$ cat src/rtl/fpes_regs.svh
// Purpose: Register offsets, fields and timing counts of the flash host
// Assumes: 200 MHz clock
// Notes:   Guarded; definitions only
`ifndef FPES_REGS_SVH
`define FPES_REGS_SVH
`define FPES_OFS_CTRL        4'h0
`define FPES_OFS_ADDR        4'h1
`define FPES_OFS_DATA        4'h2
`define FPES_OFS_STAT        4'h3
`define FPES_OFS_RDATA       4'h4
`define FPES_CMD_LSB         0
`define FPES_CMD_W           3
`define FPES_STAT_BUSY       0
`define FPES_STAT_DONE       1
`define FPES_STAT_TOUT       2
`define FPES_STAT_SUSP       3
`define FPES_STAT_OK         4
`define FPES_RESET_VAL       32'h0000_0000
`define FPES_UNLOCK1_ADDR    18'h00555
`define FPES_UNLOCK2_ADDR    18'h00aaa
`define FPES_UNLOCK1_DATA    8'haa
`define FPES_UNLOCK2_DATA    8'h55
`define FPES_PROG_DATA       8'ha0
`define FPES_ERASE_DATA      8'h80
`define FPES_CHIP_DATA       8'h10
`define FPES_SECT_DATA       8'h30
`define FPES_SUSP_DATA       8'hb0
`define FPES_RESET_DATA      8'hf0
`define FPES_ID_DATA         8'h90
`define FPES_PROT_OFS        18'h00002
`define FPES_SECT_MASK       18'h3e000
`define FPES_POLL_BIT        7
`define FPES_TOUT_BIT        5
// Strobe phase lengths: 60 ns setup, 60 ns pulse, 60 ns recovery
`define FPES_PHASE_NS        60
`define FPES_CLK_MHZ         200
`define FPES_PHASE_CYC       ((`FPES_PHASE_NS*`FPES_CLK_MHZ+999)/1000)
`endif

$ cat src/rtl/fpes_pkg.sv
// Purpose: Types of the flash program and erase host
// Assumes: Used with fpes_regs.svh
// Notes:   Host commands to the flash
package fpes_pkg;
  typedef enum logic [2:0] {
    FPES_OP_NONE,
    FPES_OP_READ,
    FPES_OP_PROG,
    FPES_OP_CHIP,
    FPES_OP_SECT,
    FPES_OP_SUSP,
    FPES_OP_RESUME,
    FPES_OP_PROT
  } fpes_op_t;
endpackage

$ cat src/rtl/fpes_bus_cycle.sv
// Purpose: One timed flash bus cycle, read or write
// Assumes: Single 200 MHz clock; flash data pins synchronised here
// Notes:   Setup, strobe and recovery phases of equal length
`timescale 1ns/1ps
`include "fpes_regs.svh"
module fpes_bus_cycle
  import fpes_pkg::*;
(
  input  wire logic        clk,         // System clock
  input  wire logic        reset_n,     // Async reset, active low
  input  wire logic        start,       // Begin a cycle, one pulse
  input  wire logic        wr,          // 1 write, 0 read
  input  wire logic [17:0] addr,        // Flash address
  input  wire logic [7:0]  wdata,       // Write byte
  output logic             busy,        // Cycle running
  output logic             done,        // Cycle end pulse
  output logic [7:0]       rdata,       // Byte read
  output logic [17:0]      flash_addr,  // Address pins
  output logic             chip_sel_n,  // Chip select
  output logic             write_en_n,  // Write strobe
  output logic             out_en_n,    // Output strobe
  output logic [7:0]       dq_out,      // Data pins out
  output logic             dq_oe_n,     // Data drive enable, low drives
  input  wire logic [7:0]  dq_in        // Data pins in
);
  typedef enum logic [1:0] {FPES_BC_IDLE, FPES_BC_SETUP, FPES_BC_PULSE,
                            FPES_BC_REC} fpes_bc_t;
  localparam logic [7:0] PHASE = 8'(`FPES_PHASE_CYC);
  fpes_bc_t   st_q;
  logic [7:0] cnt_q;
  logic       wr_q;
  logic [7:0] sync1_q;
  logic [7:0] sync2_q;

  // ==========================================================
  // Input synchroniser
  always_ff @(posedge clk or negedge reset_n) begin
    if (!reset_n) begin
      sync1_q <= 8'h00;
      sync2_q <= 8'h00;
    end else begin
      sync1_q <= dq_in;
      sync2_q <= sync1_q;
    end
  end

  // ==========================================================
  // Phase sequencer
  always_ff @(posedge clk or negedge reset_n) begin
    if (!reset_n) begin
      st_q       <= FPES_BC_IDLE;
      cnt_q      <= 8'h00;
      wr_q       <= 1'b0;
      flash_addr <= 18'h00000;
      dq_out     <= 8'h00;
      dq_oe_n    <= 1'b1;
      chip_sel_n <= 1'b1;
      write_en_n <= 1'b1;
      out_en_n   <= 1'b1;
      rdata      <= 8'h00;
      done       <= 1'b0;
    end else begin
      done <= 1'b0;
      case (st_q)
        FPES_BC_IDLE: begin
          if (start) begin
            st_q       <= FPES_BC_SETUP;
            cnt_q      <= PHASE;
            wr_q       <= wr;
            flash_addr <= addr;
            dq_out     <= wdata;
            dq_oe_n    <= !wr;
            chip_sel_n <= 1'b0;
          end
        end
        FPES_BC_SETUP: begin
          if (cnt_q == 8'h01) begin
            st_q  <= FPES_BC_PULSE;
            cnt_q <= PHASE;
            if (wr_q) write_en_n <= 1'b0;
            else out_en_n <= 1'b0;
          end else cnt_q <= cnt_q - 8'h01;
        end
        FPES_BC_PULSE: begin
          if (cnt_q == 8'h01) begin
            st_q       <= FPES_BC_REC;
            cnt_q      <= PHASE;
            write_en_n <= 1'b1;
            out_en_n   <= 1'b1;
            if (!wr_q) rdata <= sync2_q;
          end else cnt_q <= cnt_q - 8'h01;
        end
        FPES_BC_REC: begin
          if (cnt_q == 8'h01) begin
            st_q       <= FPES_BC_IDLE;
            chip_sel_n <= 1'b1;
            dq_oe_n    <= 1'b1;
            done       <= 1'b1;
          end else cnt_q <= cnt_q - 8'h01;
        end
        default: st_q <= FPES_BC_IDLE;
      endcase
    end
  end

  assign busy = (st_q != FPES_BC_IDLE);
endmodule

$ cat src/rtl/fpes_host.sv
// Purpose: Host that programs, erases and polls a parallel flash
// Assumes: Avalon-MM slave at 200 MHz; flash pins on one clock
// Notes:   Command in CTRL starts its write sequence and polling; read skips both, protect query skips polling
`timescale 1ns/1ps
`include "fpes_regs.svh"
// Operation
// - Program sends two unlocks, program setup, then address and byte.
// - Program only clears bits; software erases first to restore ones.
// - Timeout bit seen high ends polling and sends reset command.
// - Chip erase sends six writes ending with chip erase command.
// - Sector erase ends with 30h written at an address in the sector.
// - Only one sector erase at a time; new ones refused while busy.
// - Poll address lies inside the programmed or erased sector.
// - After program or erase polling ends without timeout, one more read fetches valid data.
module fpes_host
  import fpes_pkg::*;
(
  input  wire logic        clk,               // 200 MHz clock
  input  wire logic        reset_n,           // Async reset, active low
  input  wire logic [3:0]  avs_address,       // Word address
  input  wire logic        avs_read,          // Read request
  input  wire logic        avs_write,         // Write request
  input  wire logic [31:0] avs_writedata,     // Write data
  output logic [31:0]      avs_readdata,      // Read data
  output logic             avs_waitrequest,   // Stall
  output logic [17:0]      flash_addr,        // Flash address pins
  output logic             chip_select_n,     // Flash chip select
  output logic             write_strobe_n,    // Flash write strobe
  output logic             output_strobe_n,   // Flash output strobe
  output logic [7:0]       dq_out,            // Flash data out
  output logic             dq_oe_n,           // Data drive, low drives
  input  wire logic [7:0]  dq_in              // Flash data in
);
  typedef enum logic [2:0] {FPES_S_IDLE, FPES_S_WRITE, FPES_S_POLL,
                            FPES_S_FINAL, FPES_S_RESET} fpes_st_t;

  fpes_st_t   st_q;
  fpes_op_t   op_q;
  logic [2:0] step_q;
  logic [2:0] nsteps_q;
  logic [17:0] addr_q;
  logic [7:0]  data_q;
  logic [7:0]  rdata_q;
  logic        busy_q, done_q, tout_q, susp_q, sect_run_q, ok_q;
  logic        bc_start_q, bc_wr_q;
  logic [17:0] bc_addr_q;
  logic [7:0]  bc_wdata_q;
  logic        bc_busy, bc_done;
  logic [7:0]  bc_rdata;
  logic        cmd_wr;
  logic        rd_ack_q;
  fpes_op_t    cmd_op;

  function automatic logic [17:0] seq_addr(input fpes_op_t op,
                                           input logic [2:0] s,
                                           input logic [17:0] a);
    // sector chosen by upper bits only
    logic [17:0] sa;
    sa = a & `FPES_SECT_MASK;
    case (s)
      3'd0, 3'd2: seq_addr = `FPES_UNLOCK1_ADDR;
      3'd1, 3'd4: seq_addr = `FPES_UNLOCK2_ADDR;
      3'd3: seq_addr = (op == FPES_OP_PROG) ? a : `FPES_UNLOCK1_ADDR;
      default: seq_addr = (op == FPES_OP_SECT) ? sa : `FPES_UNLOCK1_ADDR;
    endcase
  endfunction

  function automatic logic [7:0] seq_data(input fpes_op_t op,
                                          input logic [2:0] s,
                                          input logic [7:0] d);
    case (s)
      3'd0, 3'd3: seq_data = `FPES_UNLOCK1_DATA;
      3'd1, 3'd4: seq_data = `FPES_UNLOCK2_DATA;
      3'd2: seq_data = (op == FPES_OP_PROG) ? `FPES_PROG_DATA :
                       (op == FPES_OP_PROT) ? `FPES_ID_DATA :
                       `FPES_ERASE_DATA;
      default: seq_data = (op == FPES_OP_CHIP) ? `FPES_CHIP_DATA :
                          `FPES_SECT_DATA;
    endcase
    // byte sent as given; flash only clears bits
    if (op == FPES_OP_PROG && s == 3'd3) seq_data = d;
  endfunction

  assign cmd_op = fpes_op_t'(avs_writedata[`FPES_CMD_LSB +: `FPES_CMD_W]);
  assign cmd_wr = avs_write && avs_address == `FPES_OFS_CTRL;
  // One wait state per read so read data stand when waitrequest drops
  assign avs_waitrequest = avs_read && !rd_ack_q;

  fpes_bus_cycle u_cycle (
    .clk        (clk),
    .reset_n    (reset_n),
    .start      (bc_start_q),
    .wr         (bc_wr_q),
    .addr       (bc_addr_q),
    .wdata      (bc_wdata_q),
    .busy       (bc_busy),
    .done       (bc_done),
    .rdata      (bc_rdata),
    .flash_addr (flash_addr),
    .chip_sel_n (chip_select_n),
    .write_en_n (write_strobe_n),
    .out_en_n   (output_strobe_n),
    .dq_out     (dq_out),
    .dq_oe_n    (dq_oe_n),
    .dq_in      (dq_in)
  );

  // ==========================================================
  // Register file
  always_ff @(posedge clk or negedge reset_n) begin
    if (!reset_n) begin
      addr_q <= 18'h00000;
      data_q <= 8'h00;
    end else if (avs_write && !busy_q) begin
      if (avs_address == `FPES_OFS_ADDR) addr_q <= avs_writedata[17:0];
      if (avs_address == `FPES_OFS_DATA) data_q <= avs_writedata[7:0];
    end
  end

  always_ff @(posedge clk or negedge reset_n) begin
    if (!reset_n) rd_ack_q <= 1'b0;
    else rd_ack_q <= avs_read && !rd_ack_q;
  end

  always_ff @(posedge clk or negedge reset_n) begin
    if (!reset_n) avs_readdata <= `FPES_RESET_VAL;
    else if (avs_read && !rd_ack_q) begin
      case (avs_address)
        `FPES_OFS_ADDR: avs_readdata <= {14'h0000, addr_q};
        `FPES_OFS_DATA: avs_readdata <= {24'h000000, data_q};
        `FPES_OFS_STAT: avs_readdata <= {27'h0000000, ok_q, susp_q,
                                         tout_q, done_q, busy_q};
        `FPES_OFS_RDATA: avs_readdata <= {24'h000000, rdata_q};
        default: avs_readdata <= 32'h0000_0000;
      endcase
    end
  end

  // ==========================================================
  // Sequencer
  always_ff @(posedge clk or negedge reset_n) begin
    if (!reset_n) begin
      st_q <= FPES_S_IDLE;
      op_q <= FPES_OP_NONE;
      step_q <= 3'd0;
      nsteps_q <= 3'd0;
      busy_q <= 1'b0;
      done_q <= 1'b0;
      tout_q <= 1'b0;
      susp_q <= 1'b0;
      sect_run_q <= 1'b0;
      ok_q <= 1'b0;
      rdata_q <= 8'h00;
      bc_start_q <= 1'b0;
      bc_wr_q <= 1'b0;
      bc_addr_q <= 18'h00000;
      bc_wdata_q <= 8'h00;
    end else begin
      bc_start_q <= 1'b0;
      case (st_q)
        FPES_S_IDLE: begin
          if (cmd_wr && cmd_op != FPES_OP_NONE &&
              (!susp_q || cmd_op == FPES_OP_RESUME ||
               cmd_op == FPES_OP_READ) &&
              (cmd_op != FPES_OP_SUSP || (sect_run_q && !susp_q)) &&
              (cmd_op != FPES_OP_RESUME || susp_q) &&
              (!sect_run_q || susp_q || cmd_op == FPES_OP_SUSP)) begin
            op_q <= cmd_op;
            busy_q <= 1'b1;
            done_q <= 1'b0;
            tout_q <= 1'b0;
            ok_q <= 1'b0;
            step_q <= 3'd0;
            st_q <= FPES_S_WRITE;
            case (cmd_op)
              FPES_OP_PROG, FPES_OP_PROT: nsteps_q <= 3'd4;
              FPES_OP_CHIP, FPES_OP_SECT: nsteps_q <= 3'd6;
              FPES_OP_SUSP, FPES_OP_RESUME: nsteps_q <= 3'd1;
              default: nsteps_q <= 3'd0;
            endcase
            if (cmd_op == FPES_OP_READ) st_q <= FPES_S_FINAL;
          end
        end
        FPES_S_WRITE: begin
          if (bc_done && !bc_wr_q) rdata_q <= bc_rdata;
          if (!bc_busy && !bc_start_q) begin
            if (step_q == nsteps_q) begin
              st_q <= (op_q == FPES_OP_PROT) ? FPES_S_FINAL : FPES_S_POLL;
              if (op_q == FPES_OP_SECT) sect_run_q <= 1'b1;
              if (op_q == FPES_OP_RESUME) susp_q <= 1'b0;
            end else begin
              bc_start_q <= 1'b1;
              bc_wr_q <= 1'b1;
              if (nsteps_q == 3'd1) begin
                bc_addr_q <= `FPES_UNLOCK1_ADDR;
                bc_wdata_q <= (op_q == FPES_OP_SUSP) ? `FPES_SUSP_DATA
                                                     : `FPES_SECT_DATA;
              end else begin
                bc_addr_q <= seq_addr(op_q, step_q, addr_q);
                bc_wdata_q <= seq_data(op_q, step_q, data_q);
              end
              if (op_q == FPES_OP_PROT && step_q == 3'd3) begin
                bc_wr_q <= 1'b0;
                bc_addr_q <= (addr_q & `FPES_SECT_MASK) | `FPES_PROT_OFS;
              end
              step_q <= step_q + 3'd1;
            end
          end
        end
        FPES_S_POLL: begin
          if (!bc_busy && !bc_start_q && !bc_done) begin
            bc_start_q <= 1'b1;
            bc_wr_q <= 1'b0;
            bc_addr_q <= (op_q == FPES_OP_CHIP) ? 18'h00000 : addr_q;
          end
          if (bc_done) begin
            if (op_q == FPES_OP_PROG ? (bc_rdata[`FPES_POLL_BIT] ==
                                        data_q[`FPES_POLL_BIT])
                                     : bc_rdata[`FPES_POLL_BIT]) begin
              st_q <= FPES_S_FINAL;
              ok_q <= 1'b1;
              if (op_q == FPES_OP_SUSP) susp_q <= 1'b1;
              if (op_q == FPES_OP_SECT || op_q == FPES_OP_RESUME)
                sect_run_q <= 1'b0;
            end else if (bc_rdata[`FPES_TOUT_BIT]) begin
              tout_q <= 1'b1;
              st_q <= FPES_S_RESET;
              sect_run_q <= 1'b0;
              susp_q <= 1'b0;
            end
          end
        end
        FPES_S_RESET: begin
          if (!bc_busy && !bc_start_q) begin
            bc_start_q <= 1'b1;
            bc_wr_q <= 1'b1;
            bc_addr_q <= `FPES_UNLOCK1_ADDR;
            bc_wdata_q <= `FPES_RESET_DATA;
            st_q <= FPES_S_FINAL;
            op_q <= FPES_OP_NONE;
          end
        end
        FPES_S_FINAL: begin
          // one more read for full valid data
          if (bc_done && !bc_wr_q) rdata_q <= bc_rdata;
          if (!bc_busy && !bc_start_q) begin
            if (op_q == FPES_OP_NONE || op_q == FPES_OP_PROT ||
                op_q == FPES_OP_RESUME || op_q == FPES_OP_SUSP) begin
              st_q <= FPES_S_IDLE;
              busy_q <= 1'b0;
              done_q <= 1'b1;
              if (op_q == FPES_OP_RESUME) st_q <= FPES_S_POLL;
              if (op_q == FPES_OP_RESUME) busy_q <= 1'b1;
              if (op_q == FPES_OP_RESUME) op_q <= FPES_OP_SECT;
            end else begin
              bc_start_q <= 1'b1;
              bc_wr_q <= 1'b0;
              bc_addr_q <= addr_q;
              op_q <= FPES_OP_NONE;
            end
          end
        end
        default: st_q <= FPES_S_IDLE;
      endcase
    end
  end
endmodule

$ cat config.mk
export PLATFORM = sky130hd
export DESIGN_NAME = fpes_host
export DESIGN_NICKNAME = d
export VERILOG_FILES = /design/src/rtl/fpes_pkg.sv /design/src/rtl/fpes_bus_cycle.sv /design/src/rtl/fpes_host.sv
export VERILOG_INCLUDE_DIRS = /design/src /design/src/rtl
export SDC_FILE = /design/constraint.sdc
export NUM_CORES = 1
export LEC_CHECK = 0
export BUFFER_PORTS_ARGS = -buffer_cell sky130_fd_sc_hd__buf_2
export CAP_MARGIN = 15
export CORE_MARGIN = 8
export CORE_UTILIZATION = 35
export DETAILED_ROUTE_END_ITERATION = 8
export SLEW_MARGIN = 20
export SYNTH_ARGS = -nofsm -noshare
export SYNTH_HDL_FRONTEND = slang
export SYNTH_SLANG_ARGS = --single-unit
$ cat constraint.sdc
create_clock -name clk -period 2.9 [get_ports clk]
set_input_delay 0.435 -clock clk [delete_from_list [all_inputs] [get_ports clk]]
set_output_delay 0.435 -clock clk [all_outputs]
set_load 0.1 [all_outputs]
==> out/metrics.csv <==
stage;metric;value;unit
critical_path;CP Capture Type;register;
critical_path;critical path fanouts, max;12;
sta;RSZ-0062 raised after global routing;no;
synth;synth cell count leaders;dfrtp_1 (161), nand2_1 (85), mux2_2 (69);
synth;count leader, synth;dfrtp_1;
final_layout;register area;4130;µm²
final_layout;multi-input logic area;3300;µm²
die;Die H;164;µm
drt;DR iter-0 viols;483;
critical_path;critical path class;register to register;
clock_network;clk root buf;clkbuf_16;
final_layout;Layout fillers;2102;
clock_network;clk sink count;165;
global_routing;number of global-route vias before repair;5519;
global_routing;Global Route Usage Sum;14.1;%
clock_network;cts repair resizes;0;
placed_design;Place WS;0.531;ns
placed_design;gpl congestion;0.850;
drt;wire length per cell;17.0;µm
die;Die Span X;164;µm
sta;Final WS setup;0.510;ns
clock_network;CTS H-tree depth;4;
drt;ANT nets after route;0;
synth;Mapped Area;7710;µm²
synth;count of yosys warnings during synthesis;0;
final_layout;layout cell share with drive strength beyond 1;28.2;%
synth;distinct cell type count after synthesis;75;
die;die area;27000;µm²
sta;maximum clock rate;418;MHz
synth;FF+latch count, synth;165;
die;core area;21800;µm²
sta;final hold violation count;0;
clock_network;TritonCTS clock tree;yes;
critical_path;required time worst endpoint;3.25;ns
power_and_ir_drop;Worst VDD drop;0.464;mV
synth;Mapped Avg Cell Area;10.9;µm²
synth;number of synthesized flops with an enable pin;0;
synth;Adder-Cell Fraction of Synth Area;1.95;%
sta;setup TNS;0;ns
global_routing;largest net degree at the start of global routing;62;
placed_design;# port buffers;82;
sta;Tmin final;2.39;ns
sta;period utilization;82.4;%
sta;Worst Tran Pin Value;0.798;ns
synth;primary flip-flop cell chosen by synthesis mapping;dfrtp_1;
final_layout;Area Overhead vs Synth;16.7;%
drt;drt pass-1 iters;5;
die;Initial Utilization;35.5;%
sta;Slew headroom;46.6;%
critical_path;Arr. time, crit path;2.74;ns
global_routing;first-pass GRT wire length;30.0;mm
synth;post-synthesis compound-gate area fraction;14.7;%
synth;Synth top area share;52.2;%
drt;drt total wl;18.3;mm
synth;Synth area leader;dfrtp_1;
placed_design;Inst Count DP;1048;
synth;top post-synthesis cells by area;dfrtp_1 (52%), mux2_2 (10%), nand2_1 (4.1%);
global_routing;initial antenna violation count;0;
drt;vias post-DR;5498;
clock_network;postcts setup bufs;0;
clock_network;Clock transition at path regs;0.06;ns
die;site row count;54;
sta;Layout Skew;0.00889;ns
clock_network;CTS Buf Count;17;
sta;max-slew violations;0;
placed_design;dpl hpwl;13.6;mm
synth;fraction of registers with async set/reset;100;%
drt;Via-to-Cell Ratio;5.09;
synth;Synth Area in Simple Gates;13.1;%
synth;Post-Syn Instances;707;
drt;DRC;0;
clock_network;later-pin clock latency in the skew report;0.44;ns
synth;largest family of logic cells by synthesized area;compound AO/OA/AOI/OAI gates;
final_layout;antenna cells;0;
synth;post-synthesis xor/xnor area fraction;1.35;%
clock_network;Longest Clk Path Bufs;2;
critical_path;Worst setup SP type;register;
global_routing;gr ovfl total;0;
power_and_ir_drop;leakage;4.25;nW
synth;share of the yosys chip area belonging to registers;53.6;%
die;Top Ports;111;
min_path;HP Class;input pin to register;
sta;# setup viols final;0;
synth;mux contribution to synthesized area;10.9;%
outcome;status;complete, no violations;
power_and_ir_drop;Power Dens Cells;1020;nW/µm²
final_layout;Layout Nets;848;
final_layout;non-filler cells, final;1081;
run;Max Cap Violations;0;
## layout make-up
class | count | area share [%]
Inverter | 19 | 0.792
Clock inverter | 13 | 1.64
Multi-Input combinational cell | 487 | 36.6
Tap cell | 280 | 3.89
Sequential cell | 165 | 45.9
Clock buffer | 19 | 4.92
Timing Repair Buffer | 98 | 6.27
## cells by family after synthesis
kind of cell | count (synthesis)
AND/OR/NAND/NOR | 196
AO/OA/AOI/OAI | 179
flip-flops | 165
multiplexers | 75
buffers and inverters | 68
adder cells (fa/ha/maj) | 12
XOR/XNOR | 11
other | 1
## repair_timing
action | in CTS | in global routing
hold buffers | 1 | 0
endpoints found under the setup margin | 0 | 0
endpoints found under the hold margin | 51 | 0
## flip-flops by register name (all words and copies together), names as in the netlist, 2 cells and up
name,flops
nsteps_q,3
bc_addr_q,18
addr_q,18
data_q,8
u_cycle.dq_out,8
u_cycle.st_q,2
avs_readdata,18
u_cycle.sync2_q,8
op_q,3
u_cycle.rdata,8
st_q,3
u_cycle.cnt_q,8
u_cycle.flash_addr,18
bc_wdata_q,8
rdata_q,8
step_q,3
u_cycle.sync1_q,8
## where the power goes
group / total [W] / internal [W] / switching (W) / leakage [nW]
Sequential: 0.00314 / 0.00275 / 0.000392 / 2.16
Combinational: 0.00380 / 0.00120 / 0.00261 / 1.82
Clock: 0.00227 / 0.00130 / 0.000964 / 0.277
Total: 0.00921 / 0.00525 / 0.00396 / 4.25
## through the flow
stage / power [W] / hold WS, ns / utilization (%) / cell area [µm²]
3_5_place_dp: 0.00698 / 0.335 / 38.6 / 8410
3_3_place_gp: 0.00695 / 0.333 / 38.6 / 8410
2_1_floorplan: 0.00613 / 0.139 / - / 7760
6_report: 0.00921 / 0.102 / 41.4 / 9010
4_1_cts: 0.00928 / 0.0851 / 41.4 / 9010
5_1_grt: 0.00981 / 0.0732 / 41.4 / 9010
## cell usage in the layout (no fill, tap or decap), drive strengths merged, types with 7 or more instances in the layout
cell type,Yosys,routed
dfrtp,161,161
nand3,9,9
nand2b,7,7
a222oi,8,8
nor2,40,40
inv,19,23
clkbuf,20,19
o21ai,68,68
buf,29,97
mux2,71,71
a21oi,51,51
ha,12,12
nand2,86,86
xor2,8,8
a211oi,8,8
nor3,7,7
nor2b,9,9
conb,1,14
## routing by layer
metal / global-route usage [%] / vias up / wire, µm
met5: 0 / - / 0
met4: 4.55 / 0 / 253
met3: 4.39 / 23 / 1130
met2: 20.9 / 140 / 8180
met1: 19.4 / 2665 / 8770
li1: - / 2670 / -
## final timing paths
| kind | startpoint | endpoint | slack, ns | cells after the start |
|---|---|---|---|---|
| worst max-delay path | step_q[0] | bc_addr_q[5] | 0.51 | 7 |
| worst min-delay path | dq_in[7] | u_cycle.sync1_q[7] | 0.10 | 1 |
| worst max register to register | step_q[0] | bc_addr_q[5] | 0.51 | 7 |
| worst min register to register | u_cycle.sync1_q[6] | u_cycle.sync2_q[6] | 0.35 | 0 |
| max in group asynchronous | reset_n | u_cycle.dq_out[7] | 1.66 | 3 |
| min in group asynchronous | reset_n | u_cycle.sync2_q[4] | 0.52 | 2 |
## critical path, cell delays in order (launching register included)
cell and delay (ns):
dfrtp_1 0.46, ha_1 0.24, ha_1 0.33, nand4_1 0.22
nand3_1 0.28, nor4_2 0.54, a21oi_1 0.09, o21ai_0 0.16
(Power assumes the default switching activity.)
